[src/core/srs_pkg.sv]
// Purpose: constants shared by the switch reset sequencer
// Assumes: 200 MHz system clock, AHB-Lite register access
// Notes:   times are kept in ns and turned into cycle counts in the module
`default_nettype none
package srs_pkg;
  // clock period and documented reset durations in ns
  localparam int CLK_NS     = 5;
  localparam int POR_NS     = 23_000_000;
  localparam int PIN_NS     = 760_000;
  localparam int SOFT_NS    = 760_000;
  localparam int PHY_NS     = 110_000;
  localparam int VPHY_NS    = 1_000;
  localparam int EE_BYTE_NS = 91_000;
  // register byte offsets
  localparam logic [7:0] OFF_BYTE_TEST = 8'h00;
  localparam logic [7:0] OFF_HARDWARE_CONFIG_REG    = 8'h04;
  localparam logic [7:0] OFF_RESET_CONTROL_REG = 8'h08;
  localparam logic [7:0] OFF_IRQ_STS   = 8'h0C;
  localparam logic [7:0] OFF_IRQ_MASK  = 8'h10;
  localparam logic [7:0] OFF_STRAP     = 8'h14;
  localparam logic [7:0] OFF_SCRATCH   = 8'h18;
  // field positions
  localparam int HW_READY_BIT = 0;
  localparam int CTL_DIG_BIT  = 0;
  localparam int CTL_PHY_LSB  = 1;
  localparam int IRQ_RDY_BIT  = 0;
  localparam int IRQ_PHY_LSB  = 1;
  localparam int NUM_PHY      = 3;
  localparam int IRQ_W        = 4;
  // sub-module reset output indices
  localparam int RST_SYS    = 0;
  localparam int RST_IRQ    = 1;
  localparam int RST_FABRIC = 2;
  localparam int RST_PMI    = 3;
  localparam int RST_I2C    = 4;
  localparam int RST_SMI    = 5;
  localparam int RST_EE     = 6;
  localparam int RST_GPIO   = 7;
  localparam int NUM_RST    = 8;
  // sequencer states
  typedef enum logic [1:0] {ST_CHIP_HOLD, ST_SOFT_HOLD, ST_LOAD, ST_READY} srs_state_e;
endpackage
`default_nettype wire

[src/core/srs_sequencer.sv]
// Purpose: reset sequencing for a three-port managed switch with AHB-Lite registers
// Assumes: hresetn is the power-on reset; pin and straps synchronous to hclk
// Notes:   EEPROM loader is outside; it gets a start pulse and answers with done
// How it works
// - chip reset asserts every internal reset
// - straps captured only after chip resets release
// - loader starts after every non-PHY reset
// - power-up always produces power-on reset
// - low reset pin starts chip reset
// - digital reset bit resets all but PHYs
// - digital reset keeps latched straps
// - soft-reset-surviving bits unchanged by digital reset
// - byte test invalid until serial resets end
// - ready clear during resets, set after load
// - power-on hold about 23 ms
// - pin reset hold about 760 us
// - digital reset hold about 760 us
// - single PHY reset touches only that PHY
// - PHY reset bits self-clear after 110 us; the last PHY's bit clears after 1 us
//
// Our own choices: the placing of the registers and the AHB-Lite register port.
`default_nettype none
module srs_sequencer
  import srs_pkg::*;
#(
  parameter int          POR_CYC      = POR_NS / CLK_NS,
  parameter int          PIN_CYC      = PIN_NS / CLK_NS,
  parameter int          SOFT_CYC     = SOFT_NS / CLK_NS,
  parameter int          PHY_CYC      = PHY_NS / CLK_NS,
  parameter int          VPHY_CYC     = VPHY_NS / CLK_NS,
  parameter int          SER_CYC      = 16,
  parameter int          STRAP_W      = 8,
  parameter logic [31:0] BYTE_PATTERN = 32'h0123_4567, // arbitrary value
  parameter int          CW           = 23
)(
  input  wire logic                hclk,
  input  wire logic                hresetn,
  input  wire logic                hsel,
  input  wire logic [31:0]         haddr,
  input  wire logic [1:0]          htrans,
  input  wire logic                hwrite,
  input  wire logic [2:0]          hsize,
  input  wire logic [31:0]         hwdata,
  input  wire logic                hready,
  output logic                     hreadyout,
  output logic [31:0]              hrdata,
  output logic                     hresp,
  input  wire logic                ext_reset_pin_low,
  input  wire logic [STRAP_W-1:0]  strap_pins,
  input  wire logic                ee_load_done,
  output logic                     ee_load_start,
  output logic [NUM_RST-1:0]       mod_rst,
  output logic [NUM_PHY-1:0]       phy_rst,
  output logic [STRAP_W-1:0]       strap_val,
  output logic                     dev_ready,
  output logic                     irq
);
  localparam logic [CW-1:0] POR_LIM  = CW'(POR_CYC - 1);
  localparam logic [CW-1:0] PIN_LIM  = CW'(PIN_CYC - 1);
  localparam logic [CW-1:0] SOFT_LIM = CW'(SOFT_CYC - 1);
  localparam logic [CW-1:0] SER_LIM  = CW'(SER_CYC);

  // register hit for a byte offset inside the first 256 bytes
  function automatic logic reg_hit(input logic [31:0] a, input logic [7:0] off);
    reg_hit = (a[31:8] == 24'h00_0000) && (a[7:0] == off);
  endfunction

  srs_state_e           st_q, st_d;
  logic [CW-1:0]        cnt_q, cnt_d;
  logic                 por_q, por_d;
  logic [STRAP_W-1:0]   strap_q, strap_d;
  logic                 ee_start_q, ee_start_d;
  logic [NUM_RST-1:0]   mrst_q, mrst_d;
  logic                 rdy_q, rdy_d;
  logic                 dig_wr;
  logic [NUM_PHY-1:0]   phy_set;
  logic [NUM_PHY-1:0]   phy_bit_q, phy_bit_d;
  logic [NUM_PHY-1:0]   phy_done;
  logic [NUM_PHY-1:0]   prst_q, prst_d;
  logic [CW-1:0]        pcnt_q [NUM_PHY];
  logic [CW-1:0]        pcnt_d [NUM_PHY];
  logic                 chip_d;

  // sequencer next state: chip hold, soft hold, loader run, ready
  always_comb
  begin
    st_d       = st_q;
    cnt_d      = cnt_q;
    por_d      = por_q;
    strap_d    = strap_q;
    ee_start_d = 1'b0;
    case (st_q)
      ST_CHIP_HOLD:
      begin
        if (cnt_q >= (por_q ? POR_LIM : PIN_LIM))
        begin
          strap_d    = strap_pins;
          st_d       = ST_LOAD;
          ee_start_d = 1'b1;
          cnt_d      = '0;
          por_d      = 1'b0;
        end
        else
          cnt_d = cnt_q + CW'(1);
      end
      ST_SOFT_HOLD:
      begin
        if (cnt_q >= SOFT_LIM)
        begin
          st_d       = ST_LOAD;
          ee_start_d = 1'b1;
          cnt_d      = '0;
        end
        else
          cnt_d = cnt_q + CW'(1);
      end
      ST_LOAD:
        if (ee_load_done)
          st_d = ST_READY;
      ST_READY:
        if (dig_wr)
        begin
          st_d  = ST_SOFT_HOLD;
          cnt_d = '0;
        end
      default:
        st_d = ST_CHIP_HOLD;
    endcase
    // pin low restarts the chip hold from any state
    if (ext_reset_pin_low)
    begin
      st_d       = ST_CHIP_HOLD;
      cnt_d      = '0;
      ee_start_d = 1'b0;
    end
    chip_d = (st_d == ST_CHIP_HOLD);
    // every sub-module held in both holds; serial slaves freed early
    for (int k = 0; k < NUM_RST; k++)
      mrst_d[k] = chip_d || (st_d == ST_SOFT_HOLD);
    mrst_d[RST_I2C] = mrst_d[RST_I2C] && (cnt_d < SER_LIM);
    mrst_d[RST_SMI] = mrst_d[RST_SMI] && (cnt_d < SER_LIM);
    rdy_d = (st_d == ST_READY);
  end

  // sequencer registers; power-on reset enters the long hold
  always_ff @(posedge hclk or negedge hresetn)
  begin
    if (!hresetn)
    begin
      st_q       <= ST_CHIP_HOLD;
      cnt_q      <= '0;
      por_q      <= 1'b1;
      strap_q    <= '0;
      ee_start_q <= 1'b0;
      mrst_q     <= '1;
      rdy_q      <= 1'b0;
    end
    else
    begin
      st_q       <= st_d;
      cnt_q      <= cnt_d;
      por_q      <= por_d;
      strap_q    <= strap_d;
      ee_start_q <= ee_start_d;
      mrst_q     <= mrst_d;
      rdy_q      <= rdy_d;
    end
  end

  // per-PHY single-module resets, self-clearing after their own time
  generate
    for (genvar i = 0; i < NUM_PHY; i++)
    begin : g_phy
      localparam logic [CW-1:0] LIM = CW'((i == NUM_PHY - 1 ? VPHY_CYC : PHY_CYC) - 1);
      always_comb
      begin
        phy_bit_d[i] = phy_bit_q[i];
        pcnt_d[i]    = pcnt_q[i];
        phy_done[i]  = 1'b0;
        if (phy_bit_q[i])
        begin
          if (pcnt_q[i] >= LIM)
          begin
            phy_bit_d[i] = 1'b0;
            phy_done[i]  = 1'b1;
            pcnt_d[i]    = '0;
          end
          else
            pcnt_d[i] = pcnt_q[i] + CW'(1);
        end
        else if (phy_set[i])
        begin
          phy_bit_d[i] = 1'b1;
          pcnt_d[i]    = '0;
        end
        if (chip_d)
        begin
          phy_bit_d[i] = 1'b0;
          pcnt_d[i]    = '0;
        end
        prst_d[i] = chip_d || phy_bit_d[i];
      end
      always_ff @(posedge hclk or negedge hresetn)
      begin
        if (!hresetn)
        begin
          phy_bit_q[i] <= 1'b0;
          pcnt_q[i]    <= '0;
          prst_q[i]    <= 1'b1;
        end
        else
        begin
          phy_bit_q[i] <= phy_bit_d[i];
          pcnt_q[i]    <= pcnt_d[i];
          prst_q[i]    <= prst_d[i];
        end
      end
    end
  endgenerate

  logic                 wr_q, wr_d;
  logic [31:0]          waddr_q, waddr_d;
  logic [31:0]          rdata_q, rdata_d;
  logic [IRQ_W-1:0]     sts_q, sts_d, mask_q, mask_d, evt;
  logic [31:0]          scratch_q, scratch_d;
  logic                 irq_q, irq_d;
  logic                 ahb_go;

  // bus slave: zero wait states, reads answered in the data phase
  always_comb
  begin
    ahb_go    = hsel && htrans[1] && hready;
    wr_d      = ahb_go && hwrite;
    waddr_d   = haddr;
    rdata_d   = '0;
    sts_d     = sts_q;
    mask_d    = mask_q;
    scratch_d = scratch_q;
    dig_wr    = 1'b0;
    phy_set   = '0;
    if (ahb_go && !hwrite)
    begin
      if (reg_hit(haddr, OFF_BYTE_TEST))
        rdata_d = mrst_q[RST_I2C] ? 32'h0000_0000 : BYTE_PATTERN;
      else if (reg_hit(haddr, OFF_HARDWARE_CONFIG_REG))
        rdata_d[HW_READY_BIT] = rdy_q;
      else if (reg_hit(haddr, OFF_RESET_CONTROL_REG))
      begin
        rdata_d[CTL_DIG_BIT] = (st_q == ST_SOFT_HOLD);
        rdata_d[CTL_PHY_LSB +: NUM_PHY] = phy_bit_q;
      end
      else if (rdy_q && reg_hit(haddr, OFF_IRQ_STS))
        rdata_d[IRQ_W-1:0] = sts_q;
      else if (rdy_q && reg_hit(haddr, OFF_IRQ_MASK))
        rdata_d[IRQ_W-1:0] = mask_q;
      else if (rdy_q && reg_hit(haddr, OFF_STRAP))
        rdata_d[STRAP_W-1:0] = strap_q;
      else if (rdy_q && reg_hit(haddr, OFF_SCRATCH))
        rdata_d = scratch_q;
    end
    // writes land only once the device is ready
    if (wr_q && rdy_q)
    begin
      if (reg_hit(waddr_q, OFF_RESET_CONTROL_REG))
      begin
        dig_wr  = hwdata[CTL_DIG_BIT];
        phy_set = hwdata[CTL_PHY_LSB +: NUM_PHY];
      end
      if (reg_hit(waddr_q, OFF_IRQ_MASK))
        mask_d = hwdata[IRQ_W-1:0];
      if (reg_hit(waddr_q, OFF_SCRATCH))
        scratch_d = hwdata;
      if (reg_hit(waddr_q, OFF_IRQ_STS))
        sts_d = sts_q & ~hwdata[IRQ_W-1:0];
    end
    // events win over a same-cycle clear
    evt = '0;
    evt[IRQ_RDY_BIT] = rdy_d && !rdy_q;
    evt[IRQ_PHY_LSB +: NUM_PHY] = phy_done;
    sts_d = sts_d | evt;
    // interrupt block is reset by every chip and digital reset
    if (mrst_d[RST_IRQ])
    begin
      sts_d  = '0;
      mask_d = '0;
    end
    if (chip_d)
      scratch_d = '0;
    irq_d = |(sts_d & mask_d);
  end

  // bus and register flops
  always_ff @(posedge hclk or negedge hresetn)
  begin
    if (!hresetn)
    begin
      wr_q      <= 1'b0;
      waddr_q   <= '0;
      rdata_q   <= '0;
      sts_q     <= '0;
      mask_q    <= '0;
      scratch_q <= '0;
      irq_q     <= 1'b0;
    end
    else
    begin
      wr_q      <= wr_d;
      waddr_q   <= waddr_d;
      rdata_q   <= rdata_d;
      sts_q     <= sts_d;
      mask_q    <= mask_d;
      scratch_q <= scratch_d;
      irq_q     <= irq_d;
    end
  end

  // outputs straight from flops; response is always ready and OKAY
  assign hreadyout     = hresetn ? 1'b1 : 1'b1;
  assign hresp         = 1'b0;
  assign hrdata        = rdata_q;
  assign ee_load_start = ee_start_q;
  assign mod_rst       = mrst_q;
  assign phy_rst       = prst_q;
  assign strap_val     = strap_q;
  assign dev_ready     = rdy_q;
  assign irq           = irq_q;

  // checks on the sequencing
  AST_PIN_ALL: assert property (@(posedge hclk) disable iff (!hresetn)
    ext_reset_pin_low |=> (&mrst_q) && (&prst_q) && !rdy_q)
    else $error("pin reset did not assert every reset");
  AST_SOFT_NO_PHY: assert property (@(posedge hclk) disable iff (!hresetn)
    (st_q == ST_SOFT_HOLD) |-> (prst_q == phy_bit_q) && mrst_q[RST_FABRIC])
    else $error("digital reset touched a PHY or missed the fabric");
  AST_STRAP_HOLD: assert property (@(posedge hclk) disable iff (!hresetn)
    ($past(st_q) != ST_CHIP_HOLD) |-> $stable(strap_q))
    else $error("straps changed outside a chip reset");
  AST_STRAP_CAP: assert property (@(posedge hclk) disable iff (!hresetn)
    (st_q == ST_CHIP_HOLD) ##1 (st_q == ST_LOAD) |-> strap_q == $past(strap_pins))
    else $error("straps not captured at chip reset release");
  AST_EE_START: assert property (@(posedge hclk) disable iff (!hresetn)
    $rose(st_q == ST_LOAD) |-> ee_load_start)
    else $error("loader not started");
  AST_READY_CLR: assert property (@(posedge hclk) disable iff (!hresetn)
    mrst_q[RST_SYS] |-> !dev_ready)
    else $error("ready set during reset");
  AST_BYTE_TEST: assert property (@(posedge hclk) disable iff (!hresetn)
    (hsel && htrans[1] && hready && !hwrite && reg_hit(haddr, OFF_BYTE_TEST))
    |=> (hrdata == (($past(mrst_q[RST_I2C])) ? 32'h0000_0000 : BYTE_PATTERN)))
    else $error("byte test value wrong");
  AST_PHY_CLR: assert property (@(posedge hclk) disable iff (!hresetn)
    phy_bit_q[0] |-> pcnt_q[0] <= CW'(PHY_CYC - 1))
    else $error("PHY reset bit overstayed");
  AST_SOFT_LEN: assert property (@(posedge hclk) disable iff (!hresetn)
    (st_q == ST_SOFT_HOLD) |-> cnt_q <= SOFT_LIM)
    else $error("digital reset overstayed");
  AST_SURVIVE: assert property (@(posedge hclk) disable iff (!hresetn)
    (st_q == ST_SOFT_HOLD) && !ext_reset_pin_low |=> $stable(scratch_q))
    else $error("surviving register changed in digital reset");
  AST_PHY_ONLY: assert property (@(posedge hclk) disable iff (!hresetn)
    ($rose(phy_bit_q[0]) && !ext_reset_pin_low) |-> $stable(mrst_q) && $stable(st_q))
    else $error("single PHY reset spread");
  COV_POR_DONE: cover property (@(posedge hclk) disable iff (!hresetn) $rose(dev_ready));
  COV_SOFT: cover property (@(posedge hclk) disable iff (!hresetn) $rose(st_q == ST_SOFT_HOLD));
  COV_PHY: cover property (@(posedge hclk) disable iff (!hresetn) phy_done[0]);
  COV_IRQ: cover property (@(posedge hclk) disable iff (!hresetn) $rose(irq));
endmodule
`default_nettype wire

[config.mk]
export PLATFORM = sky130hd
export DESIGN_NAME = srs_sequencer
export DESIGN_NICKNAME = d
export VERILOG_FILES = /design/src/core/srs_pkg.sv /design/src/core/srs_sequencer.sv
export SDC_FILE = /design/constraint.sdc
export NUM_CORES = 1
export LEC_CHECK = 0
export BUFFER_PORTS_ARGS = -buffer_cell sky130_fd_sc_hd__buf_2
export CELL_PAD_IN_SITES_DETAIL_PLACEMENT = 1
export CELL_PAD_IN_SITES_GLOBAL_PLACEMENT = 1
export CORE_MARGIN = 2
export CORE_UTILIZATION = 40
export CTS_BUF_LIST = sky130_fd_sc_hd__clkbuf_16
export CTS_CLUSTER_DIAMETER = 120
export DETAILED_ROUTE_END_ITERATION = 12
export HOLD_SLACK_MARGIN = 0.05
export PLACE_DENSITY_LB_ADDON = 0.1
export REMOVE_ABC_BUFFERS = 1
export SLEW_MARGIN = 20
export SYNTH_ARGS = -nofsm -noshare
export SYNTH_HDL_FRONTEND = slang
export SYNTH_SLANG_ARGS = --single-unit
[constraint.sdc]
create_clock -name hclk -period 3.2 [get_ports hclk]
set_clock_uncertainty 0.15 [all_clocks]
set_input_delay 0.64 -clock hclk [delete_from_list [all_inputs] [get_ports hclk]]
set_output_delay 0.64 -clock hclk [all_outputs]
set_load 0.02 [all_outputs]
# Yosys cells after proc, flatten, opt, wreduce, memory -nomap -nowiden
# Cells that the tools add are included.
# Widths: inputs -> output; s select.
[op_classes]
n_bitwise = 4
n_eq_ne = 15
n_mux = 73
n_lt_le_gt_ge = 6
n_addsub = 4
n_reduce_logical = 41
[op_table]
columns = ["operator", "n"]
rows = [
  ["$mux 23", 17],
  ["$mux 32", 6],
  ["$add 23x1->23 const B", 4],
  ["$mux 28", 3],
  ["$pmux 23 s3", 1],
  ["$logic_not 24->1", 2],
  ["$ge 23x15->1 const B", 2],
  ["$eq 8x5->1 const B", 5],
  ["$mux 4", 9],
  ["$eq 8x4->1 const B", 4],
  ["$mux 31", 1],
  ["$mux 25", 1],
  ["$mux 1", 24],
  ["$mux 24", 1],
  ["$ge 23x18->1 const B", 1],
  ["$ge 23x23->1", 1],
  ["$ge 23x8->1 const B", 1],
  ["$lt 23x5->1 const B", 1],
  ["$logic_and 1x1->1", 22],
  ["$mux 2", 5],
  ["$reduce_bool 3->1", 3],
  ["$and 4x4->4", 2],
  ["$eq 8x3->1 const B", 1],
  ["$logic_not 8->1", 1],
  ["14 further kinds", 25],
]
[word_totals]
wordCells = 166
out_inout_bits = 56
regBits = 224
in_bits = 84

# Longest topological paths before layout
# Gate-level depths: netlist (run 1).
[logic_depth]
depth_word = 13
ltp_mapped = 12
mapped_depth_nobuf = 11

# Worst setup path before layout (run 1)
# OpenSTA, ideal clock, no wires.
[synth_timing]
path_type = "register to register"
from = "register por_q"
to = "register pcnt_q[34] in the netlist's numbering"
setup_ns = 0.124
stages_incl_launch_ff = 12
synth_period_minus_slack_ns = 2.691
path_buffers = 1
path_slack_ns = 0.509
t_required_ns = 2.926
arrival_ns = 2.417
cell_sequence = "dfstp_2 > inv_1 > ha_1 > o211a_1 > o31a_1 > a211oi_2 > and2_2 > o221a_4 > buf_6 > a21oi_2 > and3_1 > a211o_1"
[synth_via]
elab_chain_len = 7
word_cells_on_any_way = 8
cone_classes = "order compare (1); mux (5); reduce/logical (2)"
[synth_lines]
columns = ["item", "line", "text"]
rows = [
  ["start, declared", "srs_sequencer.sv:70", "logic por_q, por_d;"],
  ["start signal, assigned", "srs_sequencer.sv:162", "por_q <= por_d;"],
  ["$mux 23 *", "srs_sequencer.sv:95", "if (cnt_q >= (por_q ? POR_LIM : PIN_LIM))"],
  ["$ge 23x23->1 *", "srs_sequencer.sv:95", ""],
  ["$mux 2 *", "srs_sequencer.sv:95", ""],
  ["$pmux 2 s4 *", "srs_sequencer.sv:92", "case (st_q)"],
  ["$mux 2 *", "srs_sequencer.sv:130", "if (ext_reset_pin_low)"],
  ["$logic_not 2->1 *", "srs_sequencer.sv:136", "chip_d = (st_d == ST_CHIP_HOLD);"],
  ["$reduce_bool 3->1 (no source line) or $mux 23 (tied branches)", "-", ""],
  ["end signal, assigned by index", "srs_sequencer.sv:214", "pcnt_q[i] <= pcnt_d[i];"],
  ["end, declared", "srs_sequencer.sv:80", "logic [CW-1:0] pcnt_q [NUM_PHY];"],
]
# Every way passes the cells marked *; elsewhere a longest branch is shown, timed or not.
# A chain may end at the register's enable or synchronous reset.

# Worst setup path in the final report (run 1)
[layout_timing]
from = "register por_q"
to = "register mrst_q[5] (netlist: mod_rst[5])"
[layout_via]
elab_chain_len = 8
word_cells_on_any_way = 13
cone_classes = "order compare (2); eq/ne (1); mux (7); reduce/logical (3)"
[layout_lines]
columns = ["item", "line", "text"]
rows = [
  ["$mux 23 *", "srs_sequencer.sv:95", ""],
  ["$ge 23x23->1 *", "srs_sequencer.sv:95", ""],
  ["parallel branches: the longest is 5 deep, another holds $lt 23x5->1", "-", ""],
  ["$logic_and 1x1->1 *", "-", ""],
  ["via mrst_d[4]", "srs_sequencer.sv:73", "logic [NUM_RST-1:0] mrst_q, mrst_d;"],
  ["end signal, assigned", "srs_sequencer.sv:165", "mrst_q <= mrst_d;"],
  ["end, declared", "srs_sequencer.sv:73", ""],
]
# Mark *: on every way through the listed nets, which the timed path passes.

==> metrics.yaml, run 1 <==
outcome:
  status: "complete, no violations"
floorplan:
  rows: 57
  dieArea_um2: 26000
  dieWidth_um: 161
  die_h_um: 161
  ios: 140
  initial_utilization_pct: 40.6
  core_area_um2: 24300
global_routing:
  grt_max_degree: 81
  antenna_found_initial: 2
  grt_pass1_vias: 8388
  grt_pass1_wl_um: 45500
  overflow: 0
  grt_use_total_pct: 21.7
sta:
  drv_slew: 0
  maxSlewHeadroom_pct: 31.6
  max_freq_mhz: 327
  finalSetupViolations: 0
  finalHoldViolCount: 0
  tns_ps: 0
  finalCritPeriodShare_pct: 95.6
  setup_ws_ps: 140
  period_needed_ps: 3060
  rsz0062_at_grt: "true"
  worst_pin_slew_ps: 1020
  timing.hold.ws_ps: 88.3
yosys:
  syn_inst: 974
  yosys_register_bits: 219
  yosysUniqueCellTypes: 84
  netlist_top_cells_area: "dfrtp_1 (54%), nand2_1 (4.8%), a21oi_1 (4.5%)"
  synth_edf_count: 0
  synth_area_um2: 9880
  synth_ff_type: "dfrtp_1"
  yosys.area.top_type: "dfrtp_1"
  synth_top_area_share_pct: 53.9
  avgSynthCellArea_um2: 10.1
  ys_seq_area_share_pct: 55.5
  synth-async-reset-ratio_pct: 100
  yosysWarnings: 0
finish:
  stdcell_area_um2: 12100
  drive_gt1_share_pct: 22.8
  final_cell_mix: "dfrtp_1 (213), buf_2 (132), nand2_1 (127), a21oi_1 (88), nor2_1 (68)"
  nNetsFinal: 1233
  area.growth.synth_to_final_pct: 22.0
  final_common_cell: "dfrtp_1"
clocking:
  cts_buffers: 25
  clock_tree.root_cell: "clkbuf_16"
  cts_setup_buffers: 0
  htreeDepth: 1
  clkTransAtPathRegs_ps: 60
  insertion_delay_ps: 530
  cts_tree: "done"
  clock_sinks: 219
  clockBufferDepth: 3
critical_path:
  ff2ff_path_depth: 11
  cp.required_ps: 3520
  reg2reg_to: "mod_rst[5]$_DFF_PN1_"
  cp_max_fo: 4
  reg2reg_slack_ps: 140
  r2r-start: "por_q$_DFFE_PN1P_"
  setup.worst_path.start_class: "register"
  end_kind: "register"
  path_class: "register to register"
  critPathArrivalTime_ps: 3380
  crit_start: "por_q$_DFFE_PN1P_"
  cp-endpoint: "mod_rst[5]$_DFF_PN1_"
power_and_ir_drop:
  power_mw: 5.98
  p_leak_nw: 5.55
  peakVddDrop_mv: 0.428
  p_per_area_nw_per_um2: 496
route:
  finalWirelength_um: 27900
  avgViaCountPerCell: 5.46
  drtIter0Drc: 455
  wl_per_cell_um: 18.8
  ant_nets: 0
  detailroute.via_count: 8097
  first_pass_iters: 4
  drc: 0
placed_design:
  post_dp_cell_area_um2: 11100
  place.gp.congestion: 0.821
  place_hpwl_um: 19800
  portBuffers: 133
  pre_cts_slack_ps: 160
flow_run:
  drv_cap: 0
min_path:
  min-delay-path-class: "primary input to register"
  hold_path_startpoint: "haddr[30]"
## per-layer routing
| metal | GRT usage, % | share of wire (%) | vias to the layer above |
|---|---|---|---|
| li1 | - | - | 3850 |
| met1 | 31.4 | 48 | 4032 |
| met2 | 34.9 | 45 | 172 |
| met3 | 3.29 | 4.3 | 41 |
| met4 | 4.55 | 1.8 | 2 |
| met5 | 0 | 0.057 | - |
## what timing repair did
item,in CTS,in global routing
endpoints found under the hold margin,73,0
resized for setup,0,8
hold buffers,1,0
setup endpoints to repair,0,5
## flip-flops by register name, summed over array words and instances, names as in the netlist, 2 cells and up
name / flops
cnt_q: 23
hrdata: 32
mask_q: 4
mod_rst: 2
pcnt_q: 69
phy_bit_q: 3
phy_rst: 3
scratch_q: 32
st_q: 2
strap_val: 8
sts_q: 4
waddr_q: 32
## layout make-up
type                            instances  area (µm²)
Tap cell                              324         405
Fill cell                            2763       12300
Clock buffer                           25         626
Clock inverter                         20         226
Antenna cell                            1        2.50
Multi-Input combinational cell        689        4100
Timing Repair Buffer                  191        1150
Sequential cell                       219        5490
Inverter                               14        52.6
## report_power, final
part           switching, mW  internal (mW)  leakage, nW  total, mW
Sequential            0.0169           2.80         2.94       2.82
Clock                   1.14           1.82        0.428       2.96
Combinational          0.129         0.0731         2.18      0.202
Total                   1.29           4.69         5.55       5.98
## cells in the mapped netlist, types with 4 or more instances
cell and instances:
nand3_1 31, a22o_1 4, a21o_1 6, nor3_1 11, nor2_1 69, or3_1 8, buf_2 6, a22oi_1 9
o21a_1 4, ha_1 9, nand3b_1 6, buf_4 13, nand4_1 13, nand2b_1 16, nor4b_1 4, dfstp_2 6
a21oi_1 88, nand2_1 127, mux2_2 8, a211oi_1 4, dfrtp_1 213, clkbuf_1 27, and4_1 8, nor2b_1 8
o21ai_0 34, mux2i_1 7, nor4_1 24, xor2_1 4, and3_1 52, inv_1 13, buf_6 5, and2_1 26
o31ai_1 10, a31oi_1 19, nand4b_1 4, a41oi_1 4
## critical path, cell delays in order, from the launching register on
cell	delay (ps)
dfstp_2	560
inv_1	80
ha_1	290
o211a_1	110
o31a_1	240
a211oi_2	280
and2_4	230
o22ai_1	170
a211oi_1	250
o2111ai_1	190
nor4_2	290
buf_4	150
## worst min path at each step
stage / end / depth (start not counted)
3_5_place_dp: hrdata[11]$_DFF_PN0_ / 1
5_1_grt: waddr_q[30]$_DFF_PN0_ / 1
6_report: waddr_q[30]$_DFF_PN0_ / 1
3_3_place_gp: hrdata[25]$_DFF_PN0_ / 1
2_1_floorplan: cnt_q[0]$_DFFE_PN0P_ / 0
4_1_cts: waddr_q[27]$_DFF_PN0_ / 1
## metrics by stage
step	util [%]	cells
finish	49.6	1483
global route	49.6	1483
CTS	49.4	1482
detailed placement	45.8	1436
global placement	45.8	1436
floorplan	-	922
## cell families (layout without fill, tap and decap cells)
logic type      after synthesis  after routing  share of synthesized area (%)
simple gates                432            432                           23.1
compound gates              226            226                           14.7
flops                       219            219                           55.5
buf+inv                      66            250                           3.46
mux                          15             15                           1.62
fa+ha+maj                     9              9                           1.14
xor+xnor                      5              5                          0.443
other cells                   2              3                         0.0760
(Power assumes the default switching activity.)
==> run 2: changes to the inputs <==
ABC_AREA = 1   (was default)
==> run 2 against run 1 <==
- flip-flop and latch count stayed put
- sequential share of layout area is 3.6 points lower
- highest routed layer is now met4
- critical path depth is 6 higher
==> metrics.yaml, run 2 <==
outcome:
  status: "complete, no violations"
sta:
  max_freq_mhz: 332
  rsz0062_at_grt: "false"
  timing.hold.ws_ps: 76.4
  drv_slew: 0
  finalHoldViolCount: 0
  period_needed_ps: 3010
  tns_ps: 0
  maxSlewHeadroom_pct: 59.8
  finalCritPeriodShare_pct: 94.1
  finalSetupViolations: 0
  worst_pin_slew_ps: 603
yosys:
  avgSynthCellArea_um2: 7.82
  synth_edf_count: 0
  yosysUniqueCellTypes: 44
  synth_top_area_share_pct: 48.5
  yosys_register_bits: 219
  yosys.area.top_type: "dfrtp_1"
  netlist_top_cells_area: "dfrtp_1 (49%), nand2_1 (9.9%), nor2_1 (6.9%)"
  synth-async-reset-ratio_pct: 100
  syn_inst: 1404
  synth_area_um2: 11000
  synthTopCellsByCount: "nand2_1 (291), dfrtp_1 (213), nor2_1 (202)"
  yosysWarnings: 0
  synth_ff_type: "dfrtp_1"
  ys_seq_area_share_pct: 50.0
  yosysMostFrequentCell: "nand2_1"
finish:
  area.growth.synth_to_final_pct: 19.3
  final_common_cell: "nand2_1"
  finalNonFillerCells: 1910
  nNetsFinal: 1641
  drive_gt1_share_pct: 15.9
  nFillCells: 3354
  top_register: "pcnt_q"
  final_cell_mix: "nand2_1 (290), dfrtp_1 (213), nor2_1 (202), inv_1 (195), buf_2 (132)"
  largest_register_ffs: 69
placed_design:
  place.gp.congestion: 0.841
  place_hpwl_um: 23800
  portBuffers: 133
  dp.cells: 1856
route:
  ant_nets: 0
  drc: 0
  avgViaCountPerCell: 5.08
  detailroute.via_count: 9710
  wl_per_cell_um: 17.3
  drtIter0Drc: 473
  first_pass_iters: 4
  finalWirelength_um: 33000
critical_path:
  path_cells: "inv_1, ha_1, nand2_1, nor2_1, nand2_1, nor2_1, nand2_1, nand2_1, nor2_4, nand2_2, nand2_4, inv_2, o211ai_4, nand2_8, inv_2, buf_12, o31ai_1"
  setup.worst_path.start_class: "register"
  slowest_delay_ps: 560
  path_class: "register to register"
  cp.required_ps: 3470
  end_kind: "register"
  reg2reg_to: "pcnt_q[23]$_DFFE_PN0P_"
  cp_max_fo: 29
  critPathArrivalTime_ps: 3280
  crit_family: "simple AND/OR/NAND/NOR gates"
  cp_num_buf_inv: 4
  crit_slowest_cell: "dfstp_2"
  reg2reg_slack_ps: 190
  cpMostUsedCell: "nand2_1"
  r2r-start: "por_q$_DFFE_PN1P_"
  ff2ff_path_depth: 17
global_routing:
  grt_pass1_wl_um: 52800
  antenna_found_initial: 0
  overflow: 0
  grt_use_total_pct: 23.0
  grt_pass1_vias: 10100
  grt_max_degree: 73
clocking:
  cts_buffers: 26
  cts_tree: "done"
  clockBufferDepth: 3
  clkTransAtPathRegs_ps: 60
  htreeDepth: 1
  clock_tree.root_cell: "clkbuf_16"
  insertion_delay_ps: 540
  clock_sinks: 219
min_path:
  min_delay_path_depth: 1
  min-delay-path-class: "primary input to register"
  hold_path_startpoint: "haddr[1]"
  holdPathEnd: "waddr_q[1]$_DFF_PN0_"
power_and_ir_drop:
  peakVddDrop_mv: 0.424
  p_leak_nw: 6.27
  p_per_area_nw_per_um2: 698
  power_mw: 9.14
floorplan:
  initial_utilization_pct: 40.7
  ios: 140
  dieArea_um2: 28800
  die_h_um: 170
  rows: 60
  dieWidth_um: 170
  core_area_um2: 27000
flow_run:
  drv_cap: 0
## run 2: worst max path at each step
stage | startpoint | depth (start not counted) | to
after floorplan | haddr[7] | 7 | hrdata[11]$_DFF_PN0_
after global placement | por_q$_DFFE_PN1P_ | 15 | pcnt_q[30]$_DFFE_PN0P_
after detailed placement | por_q$_DFFE_PN1P_ | 16 | pcnt_q[34]$_DFFE_PN0P_
after CTS | por_q$_DFFE_PN1P_ | 16 | pcnt_q[0]$_DFFE_PN0P_
after global routing | por_q$_DFFE_PN1P_ | 19 | irq$_DFF_PN0_
final | por_q$_DFFE_PN1P_ | 17 | pcnt_q[23]$_DFFE_PN0P_
## run 2: kinds of logic after synthesis
| logic type | after synthesis | synth area share (%) |
|---|---|---|
| AND/OR/NAND/NOR | 711 | 28.3 |
| buffers and inverters | 262 | 9.72 |
| flip-flops | 219 | 50.0 |
| AO/OA/AOI/OAI | 177 | 8.93 |
| XOR/XNOR | 22 | 1.76 |
| adder cells (fa/ha/maj) | 9 | 1.03 |
| other | 2 | 0.0684 |
| multiplexers | 2 | 0.182 |
## run 2: metal layers
| metal | routed length, µm | vias up | GRT usage (%) |
|---|---|---|---|
| li1 | - | 4735 | - |
| met1 | 14600 | 4818 | 29.2 |
| met2 | 17000 | 111 | 41.8 |
| met3 | 752 | 46 | 2.57 |
| met4 | 699 | 0 | 5.46 |
| met5 | 0 | - | 0 |
## run 2: cell type report
type	count	area, µm²	area share, %
clock buffers	27	676	5.16
well taps	341	427	3.26
diodes	1	2.50	0.0191
flip-flops and latches	219	5490	41.9
clock inverters	21	244	1.86
multi-input cells	923	4460	34.0
repair buffers	167	1020	7.76
inverters	211	792	6.05
## run 2: what timing repair did
action,4_1_cts,5_1_grt
gates resized for setup,0,7
hold buffers,1,0
setup buffers,0,4
hold endpoints to repair,66,0
endpoints found under the setup margin,0,102
## run 2: power breakdown
group	total (mW)	switching (mW)	internal, mW
combinational	2.72	1.88	0.836
sequential	3.26	0.270	2.99
clock	3.16	1.22	1.94
## run 2: per-stage QoR
step | cell area, µm² | util (%) | worst slack [ps]
detailed placement | 12100 | 44.9 | 109
finish | 13100 | 48.6 | 189
floorplan | 10700 | - | -4.80
global route | 13100 | 48.6 | 6.29
global placement | 12100 | 44.9 | 170
CTS | 13000 | 48.3 | 45.3
==> run 3: changes to the inputs <==
REMOVE_ABC_BUFFERS = default   (was 1)
==> run 3 against run 2 <==
- final area increased by 0.79%
- register-to-register slack improved by 40 ps
- flip-flop and latch count unchanged
- sequential power about the same
- fmax increased by 1.3%
- wire length decreased by 1.3%
- core utilization increased by 0.39 points
==> metrics.yaml, run 3 (synthesis gave the netlist of run 2 again) <==
global_routing:
  antenna_found_initial: 2
  grt_use_total_pct: 22.9
  grt_max_degree: 67
  overflow: 0
  grt_pass1_wl_um: 53000
  grt_pass1_vias: 10200
clocking:
  insertion_delay_ps: 530
  htreeDepth: 1
  cts_tree: "done"
  clkTransAtPathRegs_ps: 60
  clock_sinks: 219
  cts_buffers: 26
  clock_tree.root_cell: "clkbuf_16"
  clockBufferDepth: 3
critical_path:
  cp_num_buf_inv: 4
  ff2ff_path_depth: 17
  cpMostUsedCell: "nand2_1"
  r2r-start: "por_q$_DFFE_PN1P_"
  crit_start: "por_q$_DFFE_PN1P_"
  setup.worst_path.start_class: "register"
  slowest_delay_ps: 550
  crit_slowest_cell: "dfstp_2"
  path_class: "register to register"
  path_cells: "inv_1, ha_1, a21oi_1, o21ai_0, a21oi_1, nand2_1, nor2_4, nand2_2, nand2_4, inv_2, o211ai_4, buf_4, a21oi_1, nand2_1, nand2_1, inv_1, nand2_1"
  reg2reg_slack_ps: 230
  cp_max_fo: 12
  cp.required_ps: 3450
  crit_family: "simple AND/OR/NAND/NOR gates"
  reg2reg_to: "irq$_DFF_PN0_"
  end_kind: "register"
  critPathArrivalTime_ps: 3220
power_and_ir_drop:
  seqPwrFrac_pct: 36.5
  p_leak_nw: 6.32
  power.switching_mw: 3.31
  clkPwrFrac_pct: 33.8
  p_sw_share_pct: 37.2
  combinationalPowerShare_pct: 29.7
  peakVddDrop_mv: 0.378
  p_per_area_nw_per_um2: 675
  p_int_mw: 5.60
route:
  detailroute.via_count: 9835
  finalWirelength_um: 32600
  wl_per_cell_um: 16.9
  drtIter0Drc: 491
  ant_nets: 0
  first_pass_iters: 4
  avgViaCountPerCell: 5.10
  drc: 0
finish:
  finalCoreUtilization_pct: 49.0
  drive_gt1_share_pct: 15.3
  area.growth.synth_to_final_pct: 20.3
  top_register: "pcnt_q"
  final_common_cell: "nand2_1"
  multiInputGateArea_um2: 4460
  largest_register_ffs: 69
  nNetsFinal: 1658
  final_cell_mix: "nand2_1 (289), dfrtp_1 (213), nor2_1 (202), inv_1 (199), buf_2 (132)"
  nFillCells: 3330
  register_area_um2: 5490
  finalNonFillerCells: 1928
sta:
  setup_ws_ps: 229
  finalSetupViolations: 0
  finalHoldViolCount: 0
  worst_pin_slew_ps: 801
  finalCritPeriodShare_pct: 92.9
  max_freq_mhz: 337
  timing.hold.ws_ps: 87.1
  period_needed_ps: 2970
  maxSlewHeadroom_pct: 46.5
  drv_slew: 0
min_path:
  min-delay-path-class: "primary input to register"
  hold_path_startpoint: "haddr[28]"
  min_delay_path_depth: 1
  holdPathEnd: "waddr_q[28]$_DFF_PN0_"
floorplan:
  die_h_um: 170
  dieArea_um2: 28800
  rows: 60
  initial_utilization_pct: 40.7
  dieWidth_um: 170
  ios: 140
  core_area_um2: 27000
placed_design:
  place.gp.congestion: 0.847
  place_hpwl_um: 23400
  portBuffers: 133
  pre_cts_slack_ps: 17.0
  dp.cells: 1856
outcome:
  status: "complete, no violations"
flow_run:
  drv_cap: 0
yosys:
  postSynthNetCount: 1497
run 3: how the worst max path moves through the flow:
stage | endpoint | slack [ps] | depth (start not counted)
floorplan | pcnt_q[48]$_DFFE_PN0P_ | 700 | 15
global placement | pcnt_q[48]$_DFFE_PN0P_ | 80 | 15
detailed placement | pcnt_q[51]$_DFFE_PN0P_ | 20 | 15
CTS | pcnt_q[27]$_DFFE_PN0P_ | 0.8 | 14
global route | irq$_DFF_PN0_ | -5 | 17
finish | irq$_DFF_PN0_ | 230 | 17
run 3: layout make-up:
cell class                 count  share of cell area [%]
clock inverter                22                    1.65
sequential                   219                    41.6
multi-input combinational    923                    33.7
tap                          341                    3.23
antenna                        2                  0.0379
inverter                     211                    6.02
clock buffer                  26                    4.93
timing repair buffer         184                    8.83
run 3: layer usage:
layer  vias to the layer above  track usage (%)  share of wire, %
met5                         -                0                 0
li1                       4791                -                 -
met2                       152             39.9                49
met4                         0             4.53               1.4
met3                        35             3.01               3.9
met1                      4857             30.8                45
run 3: power by group through the flow:
stage               clock [mW]  combinational (mW)  sequential [mW]
finish                    3.01                2.65             3.25
global route              3.20                2.95             3.28
CTS                       3.11                2.59             3.25
detailed placement           0                2.55             3.29
global placement             0                2.51             3.29
floorplan                    0                1.62             3.28
run 3: worst register-to-register path: stages (launching register included):
cell	delay [ps]
dfstp_2	550
inv_1	100
ha_1	320
a21oi_1	160
o21ai_0	100
a21oi_1	150
nand2_1	110
nor2_4	120
nand2_2	70
nand2_4	150
inv_2	80
o211ai_4	130
buf_4	270
a21oi_1	80
nand2_1	80
nand2_1	50
inv_1	60
nand2_1	90
run 3: through the flow:
step           total power, mW  setup TNS, ps  area (µm²)
2_1_floorplan             4.90              0       11000
3_3_place_gp              5.79              0       12100
3_5_place_dp              5.84              0       12100
4_1_cts                   8.94              0       13100
5_1_grt                   9.42          -5.80       13200
6_report                  8.91              0       13200
run 3: what timing repair did:
action,CTS,global route
endpoints found under the hold margin,78,0
setup endpoints to repair,0,100
setup buffers,0,2
resized for setup,0,8
hold buffers,20,0
